[config.mk]
export PLATFORM = sky130hd
export DESIGN_NAME = iapfc_ctrl
export DESIGN_NICKNAME = d
export VERILOG_FILES = /design/src/hdl/iapfc_pkg.sv /design/src/hdl/iapfc_ctrl.sv /design/src/hdl/iapfc_wbuf.sv
export SDC_FILE = /design/constraint.sdc
export NUM_CORES = 2
export LEC_CHECK = 0
export BUFFER_PORTS_ARGS = -buffer_cell sky130_fd_sc_hd__buf_2
export CAP_MARGIN = 20
export CORE_UTILIZATION = 45
export DETAILED_ROUTE_END_ITERATION = 7
export GPL_TIMING_DRIVEN = 0
export SLEW_MARGIN = 5
export SYNTH_ARGS = -nofsm -noshare
export SYNTH_HDL_FRONTEND = slang
export SYNTH_HIERARCHICAL = 1
export SYNTH_SLANG_ARGS = --single-unit
[constraint.sdc]
create_clock -name clk_sys -period 5.4 [get_ports clk_sys]
set_input_delay 0.27 -clock clk_sys [delete_from_list [all_inputs] [get_ports clk_sys]]
set_output_delay 0.27 -clock clk_sys [all_outputs]
set_load 0.005 [all_outputs]
[src/hdl/iapfc_pkg.sv]
// constants, field layout and codes of the in-application flash controller
package iapfc_pkg;

  // timing
  localparam int CLK_PERIOD_NS  = 25;
  localparam int UNLOCK_TIME_NS = 64000;
  localparam int UNLOCK_CYC     = UNLOCK_TIME_NS / CLK_PERIOD_NS;

  // geometry
  localparam int PAGE_WORDS = 64;
  localparam int OFS_W      = 6;
  localparam int PAGE_W     = 8;
  localparam int ADDR_W     = 14;
  localparam int WORD_W     = 16;
  localparam int DPAIRS     = 4;

  // the controller answers in data memory sector 1 only
  localparam logic [2:0] IAP_SECTOR = 3'h1;

  // register offsets inside the sector
  localparam logic [7:0] OFS_OP_CTRL   = 8'h40;
  localparam logic [7:0] OFS_CHIP_RST  = 8'h41;
  localparam logic [7:0] OFS_BUF_CLR   = 8'h42;
  localparam logic [7:0] OFS_ADDR_LO   = 8'h43;
  localparam logic [7:0] OFS_ADDR_HI   = 8'h44;
  localparam logic [7:0] OFS_DW0_LO    = 8'h45;
  localparam logic [7:0] OFS_DW0_HI    = 8'h46;

  // flash_op_control and buffer-clear field positions
  localparam int FC_EN_BIT   = 7;
  localparam int FC_MODE_LSB = 4;
  localparam int FC_TRIG_BIT = 3;
  localparam int FC_WT_BIT   = 2;
  localparam int FC_RDEN_BIT = 1;
  localparam int FC_RD_BIT   = 0;
  localparam int BUFFER_CLEAR_BIT_BIT    = 0;

  // reset values
  localparam logic [7:0]  REG_RST   = 8'h00;
  localparam logic [13:0] ADDR_RST  = 14'h0000;
  localparam logic [15:0] WORD_RST  = 16'h0000;

  // value written to chip_reset_pattern that resets the chip
  localparam logic [7:0] CHIP_RESET_KEY = 8'h55;

  typedef enum logic [2:0] {
    MODE_WRITE  = 3'b000,
    MODE_ERASE  = 3'b001,
    MODE_READ   = 3'b011,
    MODE_UNLOCK = 3'b110
  } iapfc_mode_t;

  typedef enum logic [1:0] {
    FOP_NONE  = 2'b00,
    FOP_READ  = 2'b01,
    FOP_PROG  = 2'b10,
    FOP_ERASE = 2'b11
  } iapfc_fop_t;

  typedef enum logic [2:0] {
    ST_IDLE      = 3'b000,
    ST_ERASE     = 3'b001,
    ST_PROG_REQ  = 3'b010,
    ST_PROG_WAIT = 3'b011,
    ST_READ      = 3'b100
  } iapfc_state_t;

endpackage

[src/hdl/iapfc_ctrl.sv]
// in-application flash programming controller with its special registers
// Function
// - erase/write whole 64-word pages, read single words
// - successful unlock sets erase/write-enabled flag
// - buffer loads only while enabled flag high
// - write-initiate bit stays high until programming ends
// - read needs read-enable; initiate clears when data ready
// - page chosen by address bits 13..6
// - buffer holds 64 words for the current page
// - buffer-clear bit clears buffer, then returns low
// - high-byte write loads full word into buffer
// - each buffer load below the page's last word increments the address register
// - address sticks at last word of page
// - page write completion clears buffer automatically
// - registers live in data memory sector 1
// - three-bit mode field selects operation
// - unlock trigger runs timer, cleared on timeout
// - writing 55h to reset pattern resets chip
// - low-byte write only updates holding register
`timescale 1ns/100ps
`default_nettype none
module iapfc_ctrl
  import iapfc_pkg::*;
#(
  parameter int          UNLOCK_CYCLES = UNLOCK_CYC,
  parameter logic [15:0] UNLOCK_PAT1   = 16'h1234, // arbitrary value
  parameter logic [15:0] UNLOCK_PAT2   = 16'h5678, // arbitrary value
  parameter logic [15:0] UNLOCK_PAT3   = 16'h9abc  // arbitrary value
) (
  input  wire logic        clk_sys,
  input  wire logic        reset_n,
  input  wire logic [2:0]  sfr_sector,
  input  wire logic [7:0]  sfr_addr,
  input  wire logic        sfr_wr,
  input  wire logic        sfr_rd,
  input  wire logic [7:0]  sfr_wdata,
  output logic      [7:0]  sfr_rdata_r,
  output logic             fl_req_r,
  output logic      [1:0]  fl_op_r,
  output logic      [13:0] fl_addr_r,
  output logic      [15:0] fl_wdata_r,
  input  wire logic        fl_done,
  input  wire logic [15:0] fl_rdata,
  output logic             cpu_stall_r,
  output logic             chip_reset_r
);

  generate
    if (UNLOCK_CYCLES < 2 || UNLOCK_CYCLES > 65535) begin : g_chk
      $error("iapfc_ctrl: UNLOCK_CYCLES out of range 2..65535");
    end
  endgenerate

  // register decode, shared by the write and read paths
  function automatic logic sfr_hit(input logic [2:0] sect,
                                   input logic [7:0] addr,
                                   input logic [7:0] ofs);
    return (sect == IAP_SECTOR) && (addr == ofs);
  endfunction

  function automatic logic [7:0] dw_ofs(input int pair, input logic hi);
    return OFS_DW0_LO + 8'(2 * pair) + {7'h00, hi};
  endfunction

  // control fields
  logic              en_flag_r;
  logic [2:0]        mode_r;
  logic              trig_r;
  logic              wt_r;
  logic              rden_r;
  logic              rd_r;
  logic              buffer_clear_bit_r;
  logic [7:0]        rstpat_r;
  logic [ADDR_W-1:0] addr_r;
  logic [7:0]        dlo_r [DPAIRS];
  logic [7:0]        dhi_r [DPAIRS];
  logic [15:0]       unl_cnt_r;
  logic [OFS_W-1:0]  pidx_r;

  iapfc_state_t state_r;
  iapfc_state_t state_nxt;

  logic wr_op, wr_rst, wr_clr, wr_alo, wr_ahi, wr_d0h;
  logic buf_we, buf_clr, unlock_ok, op_done, drop_wt, drop_rd;
  logic start_erase, start_prog, start_read, read_done;
  logic [WORD_W-1:0] buf_rd;

  assign wr_op  = sfr_wr && sfr_hit(sfr_sector, sfr_addr, OFS_OP_CTRL);
  assign wr_rst = sfr_wr && sfr_hit(sfr_sector, sfr_addr, OFS_CHIP_RST);
  assign wr_clr = sfr_wr && sfr_hit(sfr_sector, sfr_addr, OFS_BUF_CLR);
  assign wr_alo = sfr_wr && sfr_hit(sfr_sector, sfr_addr, OFS_ADDR_LO);
  assign wr_ahi = sfr_wr && sfr_hit(sfr_sector, sfr_addr, OFS_ADDR_HI);
  assign wr_d0h = sfr_wr && sfr_hit(sfr_sector, sfr_addr, OFS_DW0_HI);

  // operation starts; erase and write refuse unless unlocked
  assign start_prog  = wt_r && en_flag_r && mode_r == MODE_WRITE;
  assign start_erase = wt_r && en_flag_r && mode_r == MODE_ERASE;
  assign start_read  = rd_r && rden_r && mode_r == MODE_READ;
  assign drop_wt     = state_r == ST_IDLE && wt_r && !start_prog
                       && !start_erase;
  assign drop_rd     = state_r == ST_IDLE && rd_r && !start_read
                       && !start_prog && !start_erase;
  assign read_done   = state_r == ST_READ && fl_done;

  // a high-byte write is a load only while unlocked
  assign buf_we    = wr_d0h && en_flag_r;
  assign unlock_ok = trig_r && mode_r == MODE_UNLOCK &&
                     {dhi_r[1], dlo_r[1]} == UNLOCK_PAT1 &&
                     {dhi_r[2], dlo_r[2]} == UNLOCK_PAT2 &&
                     {dhi_r[3], dlo_r[3]} == UNLOCK_PAT3;
  assign op_done   = (state_r == ST_ERASE && fl_done) ||
                     (state_r == ST_PROG_WAIT && fl_done &&
                      pidx_r == OFS_W'(PAGE_WORDS - 1));
  // clear after a finished page write or on request
  assign buf_clr   = buffer_clear_bit_r ||
                     (state_r == ST_PROG_WAIT && fl_done &&
                      pidx_r == OFS_W'(PAGE_WORDS - 1));

  iapfc_wbuf #(
    .WIDTH (WORD_W),
    .DEPTH (PAGE_WORDS)
  ) u_wbuf (
    .clk_sys (clk_sys),
    .reset_n (reset_n),
    .clr     (buf_clr),
    .wr_en   (buf_we),
    .wr_idx  (addr_r[OFS_W-1:0]),
    .wr_data ({sfr_wdata, dlo_r[0]}),
    .rd_idx  (pidx_r),
    .rd_data (buf_rd)
  );

  // operation sequencer
  always_comb begin
    state_nxt = state_r;
    case (state_r)
      ST_IDLE: begin
        if (start_prog) begin
          state_nxt = ST_PROG_REQ;
        end else if (start_erase) begin
          state_nxt = ST_ERASE;
        end else if (start_read) begin
          state_nxt = ST_READ;
        end
      end
      ST_ERASE: begin
        if (fl_done) begin
          state_nxt = ST_IDLE;
        end
      end
      ST_PROG_REQ: begin
        state_nxt = ST_PROG_WAIT;
      end
      ST_PROG_WAIT: begin
        if (fl_done) begin
          state_nxt = (pidx_r == OFS_W'(PAGE_WORDS - 1)) ? ST_IDLE
                                                         : ST_PROG_REQ;
        end
      end
      ST_READ: begin
        if (fl_done) begin
          state_nxt = ST_IDLE;
        end
      end
      default: begin
        state_nxt = ST_IDLE;
      end
    endcase
  end

  always_ff @(posedge clk_sys or negedge reset_n) begin
    if (!reset_n) begin
      state_r <= ST_IDLE;
    end else begin
      state_r <= state_nxt;
    end
  end

  // word index walks all 64 buffer words during a page write
  always_ff @(posedge clk_sys or negedge reset_n) begin
    if (!reset_n) begin
      pidx_r <= '0;
    end else if (state_r == ST_IDLE) begin
      pidx_r <= '0;
    end else if (state_r == ST_PROG_WAIT && fl_done) begin
      pidx_r <= pidx_r + 1'b1;
    end
  end

  // flash macro command, registered so the macro sees clean levels
  always_ff @(posedge clk_sys or negedge reset_n) begin
    if (!reset_n) begin
      fl_req_r   <= 1'b0;
      fl_op_r    <= FOP_NONE;
      fl_addr_r  <= ADDR_RST;
      fl_wdata_r <= WORD_RST;
    end else begin
      fl_req_r <= 1'b0;
      if (state_r == ST_IDLE && start_prog) begin
        fl_op_r <= FOP_PROG;
      end else if (state_r == ST_IDLE && start_erase) begin
        fl_req_r  <= 1'b1;
        fl_op_r   <= FOP_ERASE;
        fl_addr_r <= {addr_r[ADDR_W-1:OFS_W], OFS_W'(0)};
      end else if (state_r == ST_IDLE && start_read) begin
        fl_req_r  <= 1'b1;
        fl_op_r   <= FOP_READ;
        fl_addr_r <= addr_r;
      end else if (state_r == ST_PROG_REQ) begin
        fl_req_r   <= 1'b1;
        fl_addr_r  <= {addr_r[ADDR_W-1:OFS_W], pidx_r};
        fl_wdata_r <= buf_rd;
      end
    end
  end

  // the core waits on this for the whole operation
  always_ff @(posedge clk_sys or negedge reset_n) begin
    if (!reset_n) begin
      cpu_stall_r <= 1'b0;
    end else begin
      cpu_stall_r <= state_nxt != ST_IDLE;
    end
  end

  // flash_op_control; hardware set of the enable flag beats a clear
  always_ff @(posedge clk_sys or negedge reset_n) begin
    if (!reset_n) begin
      en_flag_r <= 1'b0;
      mode_r    <= MODE_WRITE;
      trig_r    <= 1'b0;
      wt_r      <= 1'b0;
      rden_r    <= 1'b0;
      rd_r      <= 1'b0;
    end else begin
      if (wr_op) begin
        mode_r <= sfr_wdata[FC_MODE_LSB +: 3];
        rden_r <= sfr_wdata[FC_RDEN_BIT];
        wt_r   <= sfr_wdata[FC_WT_BIT];
        rd_r   <= sfr_wdata[FC_RD_BIT];
        trig_r <= sfr_wdata[FC_TRIG_BIT];
        if (!sfr_wdata[FC_EN_BIT]) begin
          en_flag_r <= 1'b0;
        end
      end
      if (trig_r && unl_cnt_r == 16'h0001) begin
        trig_r <= 1'b0;
      end
      if (op_done || drop_wt) begin
        wt_r <= 1'b0;
      end
      if (read_done || drop_rd) begin
        rd_r <= 1'b0;
      end
      if (unlock_ok) begin
        en_flag_r <= 1'b1;
      end
    end
  end

  // unlock window timer, armed by the rising trigger bit
  always_ff @(posedge clk_sys or negedge reset_n) begin
    if (!reset_n) begin
      unl_cnt_r <= 16'h0000;
    end else if (wr_op && sfr_wdata[FC_TRIG_BIT] && !trig_r) begin
      unl_cnt_r <= 16'(UNLOCK_CYCLES);
    end else if (trig_r && unl_cnt_r != 16'h0000) begin
      unl_cnt_r <= unl_cnt_r - 16'h0001;
    end
  end

  // buffer clear completes in the cycle after it is requested
  always_ff @(posedge clk_sys or negedge reset_n) begin
    if (!reset_n) begin
      buffer_clear_bit_r <= 1'b0;
    end else if (buffer_clear_bit_r) begin
      buffer_clear_bit_r <= 1'b0;
    end else if (wr_clr) begin
      buffer_clear_bit_r <= sfr_wdata[BUFFER_CLEAR_BIT_BIT];
    end
  end

  // chip reset pattern; the reset request is a single-cycle pulse
  always_ff @(posedge clk_sys or negedge reset_n) begin
    if (!reset_n) begin
      rstpat_r     <= REG_RST;
      chip_reset_r <= 1'b0;
    end else begin
      chip_reset_r <= wr_rst && sfr_wdata == CHIP_RESET_KEY;
      if (wr_rst) begin
        rstpat_r <= sfr_wdata;
      end
    end
  end

  // address pair; a load increments but never leaves the page
  always_ff @(posedge clk_sys or negedge reset_n) begin
    if (!reset_n) begin
      addr_r <= ADDR_RST;
    end else if (wr_alo) begin
      addr_r[7:0] <= sfr_wdata;
    end else if (wr_ahi) begin
      addr_r[ADDR_W-1:8] <= sfr_wdata[ADDR_W-9:0];
    end else if (buf_we && addr_r[OFS_W-1:0] != '1) begin
      addr_r <= addr_r + 1'b1;
    end
  end

  // data pairs; a finished read lands in the first pair
  always_ff @(posedge clk_sys or negedge reset_n) begin
    if (!reset_n) begin
      for (int i = 0; i < DPAIRS; i++) begin
        dlo_r[i] <= REG_RST;
        dhi_r[i] <= REG_RST;
      end
    end else begin
      for (int i = 0; i < DPAIRS; i++) begin
        if (sfr_wr && sfr_hit(sfr_sector, sfr_addr, dw_ofs(i, 1'b0))) begin
          dlo_r[i] <= sfr_wdata;
        end
        if (sfr_wr && sfr_hit(sfr_sector, sfr_addr, dw_ofs(i, 1'b1))) begin
          dhi_r[i] <= sfr_wdata;
        end
      end
      if (read_done) begin
        {dhi_r[0], dlo_r[0]} <= fl_rdata;
      end
    end
  end

  // register read port, one cycle of latency; unmapped reads give zero
  logic [7:0] rd_mux;
  always_comb begin
    rd_mux = 8'h00;
    if (sfr_hit(sfr_sector, sfr_addr, OFS_OP_CTRL)) begin
      rd_mux = {en_flag_r, mode_r, trig_r, wt_r, rden_r, rd_r};
    end else if (sfr_hit(sfr_sector, sfr_addr, OFS_CHIP_RST)) begin
      rd_mux = rstpat_r;
    end else if (sfr_hit(sfr_sector, sfr_addr, OFS_BUF_CLR)) begin
      rd_mux = {7'h00, buffer_clear_bit_r};
    end else if (sfr_hit(sfr_sector, sfr_addr, OFS_ADDR_LO)) begin
      rd_mux = addr_r[7:0];
    end else if (sfr_hit(sfr_sector, sfr_addr, OFS_ADDR_HI)) begin
      rd_mux = {2'b00, addr_r[ADDR_W-1:8]};
    end else begin
      for (int i = 0; i < DPAIRS; i++) begin
        if (sfr_hit(sfr_sector, sfr_addr, dw_ofs(i, 1'b0))) begin
          rd_mux = dlo_r[i];
        end
        if (sfr_hit(sfr_sector, sfr_addr, dw_ofs(i, 1'b1))) begin
          rd_mux = dhi_r[i];
        end
      end
    end
  end

  always_ff @(posedge clk_sys or negedge reset_n) begin
    if (!reset_n) begin
      sfr_rdata_r <= 8'h00;
    end else if (sfr_rd) begin
      sfr_rdata_r <= rd_mux;
    end
  end

  // checks
  a_load_increments: assert property (
    @(posedge clk_sys) disable iff (!reset_n)
    (buf_we && addr_r[OFS_W-1:0] != '1) |=> addr_r == $past(addr_r) + 1'b1)
    else $error("address did not step after a buffer load");

  a_load_saturates: assert property (
    @(posedge clk_sys) disable iff (!reset_n)
    (buf_we && addr_r[OFS_W-1:0] == '1) |=> $stable(addr_r))
    else $error("address left the page at its last word");

  a_load_blocked: assert property (
    @(posedge clk_sys) disable iff (!reset_n)
    (wr_d0h && !en_flag_r && !wr_alo && !wr_ahi) |=> $stable(addr_r))
    else $error("load acted while erase/write disabled");

  a_unlock_sets: assert property (
    @(posedge clk_sys) disable iff (!reset_n)
    unlock_ok |=> en_flag_r)
    else $error("enable flag not set after unlock");

  a_write_busy: assert property (
    @(posedge clk_sys) disable iff (!reset_n)
    (state_r == ST_PROG_REQ) |-> wt_r ##1 (wt_r && cpu_stall_r))
    else $error("write-initiate bit fell during programming");

  a_page_clears: assert property (
    @(posedge clk_sys) disable iff (!reset_n)
    (state_r == ST_PROG_WAIT && fl_done && pidx_r == OFS_W'(PAGE_WORDS - 1))
    |-> buf_clr ##1 (!wt_r && state_r == ST_IDLE))
    else $error("page write end did not clear buffer and busy");

  a_read_result: assert property (
    @(posedge clk_sys) disable iff (!reset_n)
    read_done |=> (!rd_r && {dhi_r[0], dlo_r[0]} == $past(fl_rdata)))
    else $error("read result or initiate bit wrong");

  a_chip_reset: assert property (
    @(posedge clk_sys) disable iff (!reset_n)
    (wr_rst && sfr_wdata == CHIP_RESET_KEY) |=> chip_reset_r ##1 !chip_reset_r)
    else $error("chip reset pulse missing");

  a_erase_page: assert property (
    @(posedge clk_sys) disable iff (!reset_n)
    (state_r == ST_IDLE && start_erase) |=>
    (fl_req_r && fl_op_r == FOP_ERASE && fl_addr_r[OFS_W-1:0] == '0))
    else $error("erase not issued on a page boundary");

  a_unlock_timeout: assert property (
    @(posedge clk_sys) disable iff (!reset_n)
    (trig_r && unl_cnt_r == 16'h0001 && !wr_op) |=> !trig_r)
    else $error("unlock trigger survived its timeout");

endmodule
`default_nettype wire

[src/hdl/iapfc_wbuf.sv]
// page write buffer: flip-flop storage with single-cycle whole clear
`timescale 1ns/100ps
`default_nettype none
module iapfc_wbuf #(
  parameter int WIDTH = 16,
  parameter int DEPTH = 64
) (
  input  wire logic                     clk_sys,
  input  wire logic                     reset_n,
  input  wire logic                     clr,
  input  wire logic                     wr_en,
  input  wire logic [$clog2(DEPTH)-1:0] wr_idx,
  input  wire logic [WIDTH-1:0]         wr_data,
  input  wire logic [$clog2(DEPTH)-1:0] rd_idx,
  output logic      [WIDTH-1:0]         rd_data
);

  generate
    if (DEPTH < 2 || (DEPTH & (DEPTH - 1)) != 0 || WIDTH < 1) begin : g_chk
      $error("iapfc_wbuf: DEPTH must be a power of two >= 2");
    end
  endgenerate

  localparam int IDX_W = $clog2(DEPTH);

  logic [WIDTH-1:0] mem_r [DEPTH];

  // clear wins over a load so a clear leaves no stale word behind
  genvar gi;
  generate
    for (gi = 0; gi < DEPTH; gi++) begin : g_word
      always_ff @(posedge clk_sys or negedge reset_n) begin
        if (!reset_n) begin
          mem_r[gi] <= '0;
        end else if (clr) begin
          mem_r[gi] <= '0;
        end else if (wr_en && wr_idx == IDX_W'(gi)) begin
          mem_r[gi] <= wr_data;
        end
      end
    end
  endgenerate

  assign rd_data = mem_r[rd_idx];

endmodule
`default_nettype wire
=== After elaboration in Yosys (flattened, before gate mapping) ===
Index checks and enable logic that the tools add are counted.

* Flip-flop bits (word level): 1,187
* Input port bits: 40
* Output and inout bits: 43
* Word-level logic and storage cells: 593

* Add/subtract/negate cells: 3
* Magnitude comparators: 1
* Eq/ne operators: 93
* Muxes and demuxes: 184
* Bitwise operators: 5
* Reductions and logical operators: 215

{| class="wikitable"
|+ Operators with widths
! kind !! count
|-
| $mux 16 || 132
|-
| $eq 6x6->1 const B || 33
|-
| $mux 8 || 19
|-
| $reduce_bool 2->1 || 74
|-
| $logic_and 1x1->1 || 120
|-
| $eq 8x7->1 const B || 14
|-
| $bmux 16 s6 || 1
|-
| $eq 6x5->1 const B || 16
|-
| $mux 14 || 4
|-
| $eq 6x4->1 const B || 8
|-
| $eq 6x3->1 const B || 4
|-
| $mux 6 || 3
|-
| $eq 16x1->1 const B || 1
|-
| $eq 16x13->1 const B || 1
|-
| $eq 16x15->1 const B || 1
|-
| $eq 16x16->1 const B || 1
|-
| $reduce_bool 16->1 || 1
|-
| $sub 16x1->16 const B || 1
|-
| $mux 1 || 15
|-
| $mux 3 || 5
|-
| $add 14x1->14 const B || 1
|-
| $eq 6x2->1 const B || 2
|-
| $pmux 3 s4 || 1
|-
| $eq 3x1->1 const B || 3
|-
| other kinds (19) || 40
|}

=== Depth between registers and ports, before layout ===
* Depth after elaboration: 15
* Gate-level depth with buffers: 14
* Mapped depth without buffers: 9

=== Hierarchy ===
The synthesis kept the hierarchy.

{| class="wikitable"
|+ Modules (own cells, without submodules)
! module !! times used !! cells an instance !! area an instance (um^2) !! sequential area each (um^2)
|-
| iapfc_wbuf || 1 || 5,362 || 49,278.5 || 25,624.6
|-
| iapfc_ctrl || 1 || 782 || 8,369.3 || 4,078.9
|}

=== Least setup slack after synthesis ===
No wires, ideal clock.

* Path type: input-to-reg
* From: input port sfr_addr[5]
* To: register u_wbuf/mem_r[800] in the netlist's numbering
* Library setup time: 0.078 ns
* Arrival time: 2.905 ns
* Data required time: 5.322 ns
* Slack: 2.417 ns
* Stages: 12
* Path buffers: 4
* Path through: or4b_4 nor2_1 and4_1 buf_2 and2_1 or3b_1 buf_2 buf_4 nor2_4 buf_2 nand2_1 a21oi_1

* Word-level cells in the longest chain between the ends: 6

{| class="wikitable"
|+ RTL lines
! item !! RTL line !! RTL
|-
| from (decl) || iapfc_ctrl.sv:33 || <nowiki>input wire logic [7:0] sfr_addr,</nowiki>
|-
| $eq 8x7->1 || iapfc_ctrl.sv:58 || <nowiki>return (sect == IAP_SECTOR) && (addr == ofs);</nowiki>
|-
| $logic_and 1x1->1 || iapfc_ctrl.sv:58 ||
|-
| $logic_and 1x1->1 || iapfc_ctrl.sv:93 || <nowiki>assign wr_d0h = sfr_wr && sfr_hit(sfr_sector, sfr_addr, OFS_DW0_HI);</nowiki>
|-
| $logic_and 1x1->1 || iapfc_ctrl.sv:106 || <nowiki>assign buf_we = wr_d0h && en_flag_r;</nowiki>
|-
| named net buf_we || iapfc_ctrl.sv:84 || <nowiki>logic buf_we, buf_clr, unlock_ok, op_done, drop_wt, drop_rd;</nowiki>
|-
| $logic_and 1x1->1 || iapfc_wbuf.sv:37 || <nowiki>end else if (wr_en && wr_idx == IDX_W'(gi)) begin</nowiki>
|-
| $reduce_bool 2->1 (no line) || n/a ||
|-
| to (signal, indexed assignment) || iapfc_wbuf.sv:38 || <nowiki>mem_r[gi] <= wr_data;</nowiki>
|-
| to (decl) || iapfc_wbuf.sv:26 || <nowiki>logic [WIDTH-1:0] mem_r [DEPTH];</nowiki>
|}

The timed path passes the listed nets, and every way through them passes these cells.
A chain may end at the register's enable or synchronous reset.

=== Worst setup path in the final report ===
* From: register pidx_r[1]
* To: register fl_wdata_r[11]

* Word-level cells in the longest chain between the ends: 4

{| class="wikitable"
|+ RTL lines
! item !! RTL line !! RTL
|-
| from (decl) || iapfc_ctrl.sv:78 || <nowiki>logic [OFS_W-1:0] pidx_r;</nowiki>
|-
| from (signal assigned) || iapfc_ctrl.sv:186 || <nowiki>pidx_r <= pidx_r + 1'b1;</nowiki>
|-
| $not 6->7 (implied by the code) || iapfc_wbuf.sv:44 || <nowiki>assign rd_data = mem_r[rd_idx];</nowiki>
|-
| $bmux 16 s6 || iapfc_wbuf.sv:44 ||
|-
| $mux 16 (implied by the code) (2 in series) || iapfc_wbuf.sv:44 ||
|-
| named net buf_rd[11] || iapfc_ctrl.sv:86 || <nowiki>logic [WORD_W-1:0] buf_rd;</nowiki>
|-
| to (signal assigned) || iapfc_ctrl.sv:212 || <nowiki>fl_wdata_r <= buf_rd;</nowiki>
|-
| to (decl) || iapfc_ctrl.sv:41 || <nowiki>output logic [15:0] fl_wdata_r,</nowiki>
|}

The timed path passes the listed nets, and every way through them passes these cells. The select of a mux whose other input is x is not followed.

==> results.sh <==
export IMPL_outcome="finished, final reports clean"
export IMPL_grt_ovfl_total=0
export IMPL_fin_nets=6465
export IMPL_slew_violations=0
export IMPL_initial_core_util_pct=45.6
export IMPL_core_area_um2=126000
export IMPL_vdd_ir_drop_max_mv=0.309
export IMPL_path_clk_slew_ns=0.06
export IMPL_ys_seq_elements=1187
export IMPL_antenna_found_initial=10
export IMPL_end_kind="flop"
export IMPL_postSynthCellCount=6144
export IMPL_post_route_min_period_ns=4.22
export IMPL_totalPowerFinal_mw=23.5
export IMPL_place_hpwl_mm=156
export IMPL_avgSynthCellArea_um2=9.38
export IMPL_grt_total_usage_pct=33.5
export IMPL_port_buffers=82
export IMPL_regToRegSetupSlack_ns=1.18
export IMPL_synth_cell_type_count=78
export IMPL_rsz0062_at_grt="no"
export IMPL_finalSetupTns_ns=0
export IMPL_met3WireLength_mm=23.2
export IMPL_fin_ws_ns=1.18
export IMPL_power_density_nw_per_um2=360
export IMPL_ys_top_cells_by_count="nand2_1, dfrtp_1, a21oi_1, clkbuf_1, mux4_2"
export IMPL_route_detailed_drc=0
export IMPL_setup_worst_path_class="reg -> reg"
export IMPL_synth_area_leaders="dfrtp_1, nand2_1, a21oi_1"
export IMPL_viasPerCell=5.99
export IMPL_rr_endpoint="fl_wdata_r[11]"
export IMPL_cap_violations=0
export IMPL_die_h_um=360
export IMPL_cp_max_fo=10
export IMPL_wl_met2_mm=97.4
export IMPL_dr_pass1_iters=8
export IMPL_multi_input_area_um2=25500
export IMPL_htreeDepth=4
export IMPL_required_ns=6.11
export IMPL_root_buffer="clkbuf_16"
export IMPL_fin_skew_ns=0.0279
export IMPL_syn2layout_area_growth_pct=13.4
export IMPL_fin_crit_sh_pct=78.1
export IMPL_rows=130
export IMPL_first_iter_violations=5966
export IMPL_setup_viol_count_final=0
export IMPL_clock_fmax_mhz=237
export IMPL_synth_flop_cell="dfrtp_1"
export IMPL_cts_buffer_depth=3
export IMPL_routed_wl_mm=218
export IMPL_grt_max_degree=157
export IMPL_synth_seq_area_share_pct=51.5
export IMPL_synth_most_common_cell="nand2_1"
export IMPL_cts_tree="built"
export IMPL_ff_latch_area_um2=29700
export IMPL_gp_congestion=1.03
export IMPL_clkSinkCount=1187
export IMPL_vias=48900
export IMPL_numCtsBuffers=134
export IMPL_grt_pass1_vias=47700
export IMPL_finalHoldViolCount=0
export IMPL_cp_data_arrival_time_ns=4.93
export IMPL_syn_nets=6188
export IMPL_worst_pin_slew_ns=1.34
export IMPL_wl_per_cell_um=26.7
export IMPL_layout_drive_gt1_share_pct=13.9
export IMPL_synthArstFlopShare_pct=100
export IMPL_reg2reg_depth=8
export IMPL_slew_headroom_pct=9.85
export IMPL_min_path_type="in -> async"
export IMPL_fin_util_pct=51.7
export IMPL_clkLatencyLatePin_ns=0.78
export IMPL_drt_antenna_violating_nets=0
export IMPL_die_w_um=360
export IMPL_synth_area_leader_cell="dfrtp_1"
export IMPL_grt_pass1_wl_mm=321
export IMPL_die_area_um2=130000
export IMPL_synth_top_area_share_pct=51.5
export IMPL_place_ws_ns=0.795
export IMPL_m1WireLength_mm=87.1
export IMPL_start_kind="flop"
export IMPL_io_pins=83
export IMPL_syn_area_um2=57600
export IMPL_synth_edf_count=0
export IMPL_reg2reg_from="pidx_r[1]"
export IMPL_ys_warn_count=6
export IMPL_fillers=11600
export IMPL_highest_layer="met5"
export IMPL_p_leak_nw=27.7
-- worst max path at each step --
stage / start / end / slack (ns) / cells past startpoint
global placement: reset_n / u_wbuf/mem_r[423] / -22.97 / 1
global route: sfr_addr[7] / u_wbuf/mem_r[103] / 1.00 / 13
detailed placement: sfr_addr[1] / u_wbuf/mem_r[104] / 0.79 / 13
floorplan: sfr_addr[5] / u_wbuf/mem_r[800] / 2.42 / 12
finish: pidx_r[1] / fl_wdata_r[11] / 1.18 / 8
CTS: sfr_addr[7] / u_wbuf/mem_r[104] / 1.32 / 13
-- stage by stage --
| step | cells | cell area [µm²] | hold slack, ns |
|---|---|---|---|
| after floorplan | 6144 | 57600 | -0.0256 |
| after global placement | 7876 | 60100 | 0.461 |
| after detailed placement | 7891 | 60500 | 0.253 |
| after CTS | 8162 | 65300 | 0.0107 |
| after global routing | 8167 | 65300 | 0.0807 |
| final | 8168 | 65300 | 0.0532 |
-- area by class of cell --
cell class / count / area share [%]
Clock buffer: 189 / 6.05
Inverter: 15 / 0.0862
Clock inverter: 42 / 0.741
Antenna cell: 2 / 0.00766
Multi-Input combinational cell: 4416 / 39.1
Timing Repair Buffer: 141 / 1.79
Tap cell: 1650 / 3.16
Buffer: 526 / 3.62
Sequential cell: 1187 / 45.5
-- registers in the layout, summed over array words and instances (netlist names), 2 cells and up --
name and cells:
addr_r 14, dhi_r 32, dlo_r 32, fl_addr_r 14, fl_op_r 2, fl_wdata_r 16
mode_r 3, pidx_r 6, rstpat_r 8, sfr_rdata_r 8, state_r 3, u_wbuf/mem_r 1024
unl_cnt_r 16
-- layout by cell type, fill, tap and decap left out, types with 12 or more instances in the layout --
| master | instances |
|---|---|
| nor2_1 | 126 |
| nor3_1 | 23 |
| clkbuf_8 | 33 |
| clkinv_2 | 24 |
| dlygate4sd3_1 | 40 |
| xor2_1 | 12 |
| nor2b_1 | 15 |
| a21oi_1 | 1069 |
| buf_4 | 49 |
| mux2_2 | 169 |
| nor4_1 | 20 |
| a31oi_1 | 17 |
| nand2_1 | 2218 |
| a221oi_1 | 14 |
| buf_1 | 16 |
| nor2_2 | 15 |
| inv_1 | 14 |
| dfrtp_1 | 1187 |
| nand4_1 | 16 |
| a22oi_1 | 15 |
| nand3_1 | 26 |
| clkbuf_16 | 137 |
| clkbuf_1 | 365 |
| a211oi_1 | 67 |
| nand2b_1 | 16 |
| mux2i_1 | 114 |
| o22ai_1 | 45 |
| a311oi_1 | 12 |
| o21ai_0 | 50 |
| buf_2 | 182 |
| mux4_2 | 211 |
-- metal layers --
metal | track usage [%] | vias to the layer above
met3 | 9.84 | 485
li1 | - | 21500
met2 | 50.4 | 2391
met1 | 44.5 | 24600
met4 | 15.5 | 8
met5 | 0 | -
-- power by group --
group          switching, mW  total, mW  internal (mW)
Clock                   3.89       9.27           5.37
Combinational           3.52       5.09           1.58
Sequential             0.135       9.15           9.02
Total                   7.55       23.5           16.0
-- cell families after synthesis --
kind of cell / Yosys count / synth area share [%]
muxes: 494 / 13.5
AOI/OAI and AO/OA: 1336 / 12.5
buffers and inverters: 541 / 4.18
DFF: 1187 / 51.5
xor gates and xnor gates: 22 / 0.334
and+or+nand+nor: 2560 / 17.8
adders and majority gates: 4 / 0.0868
-- repair_timing --
action,4_1_cts,5_1_grt
resized for setup,0,0
endpoints found under the hold margin,192,0
hold buffers,40,0
buffers inserted,0,0
-- worst max-delay path, stage by stage (launching register included) --
cell	delay [ns]
dfrtp_1	0.76
buf_4	0.36
buf_4	0.38
nor2_2	0.22
buf_2	0.28
a211oi_1	0.73
a211oi_1	0.27
nor4_1	0.82
mux2_2	0.29
(Power assumes the default switching activity.)
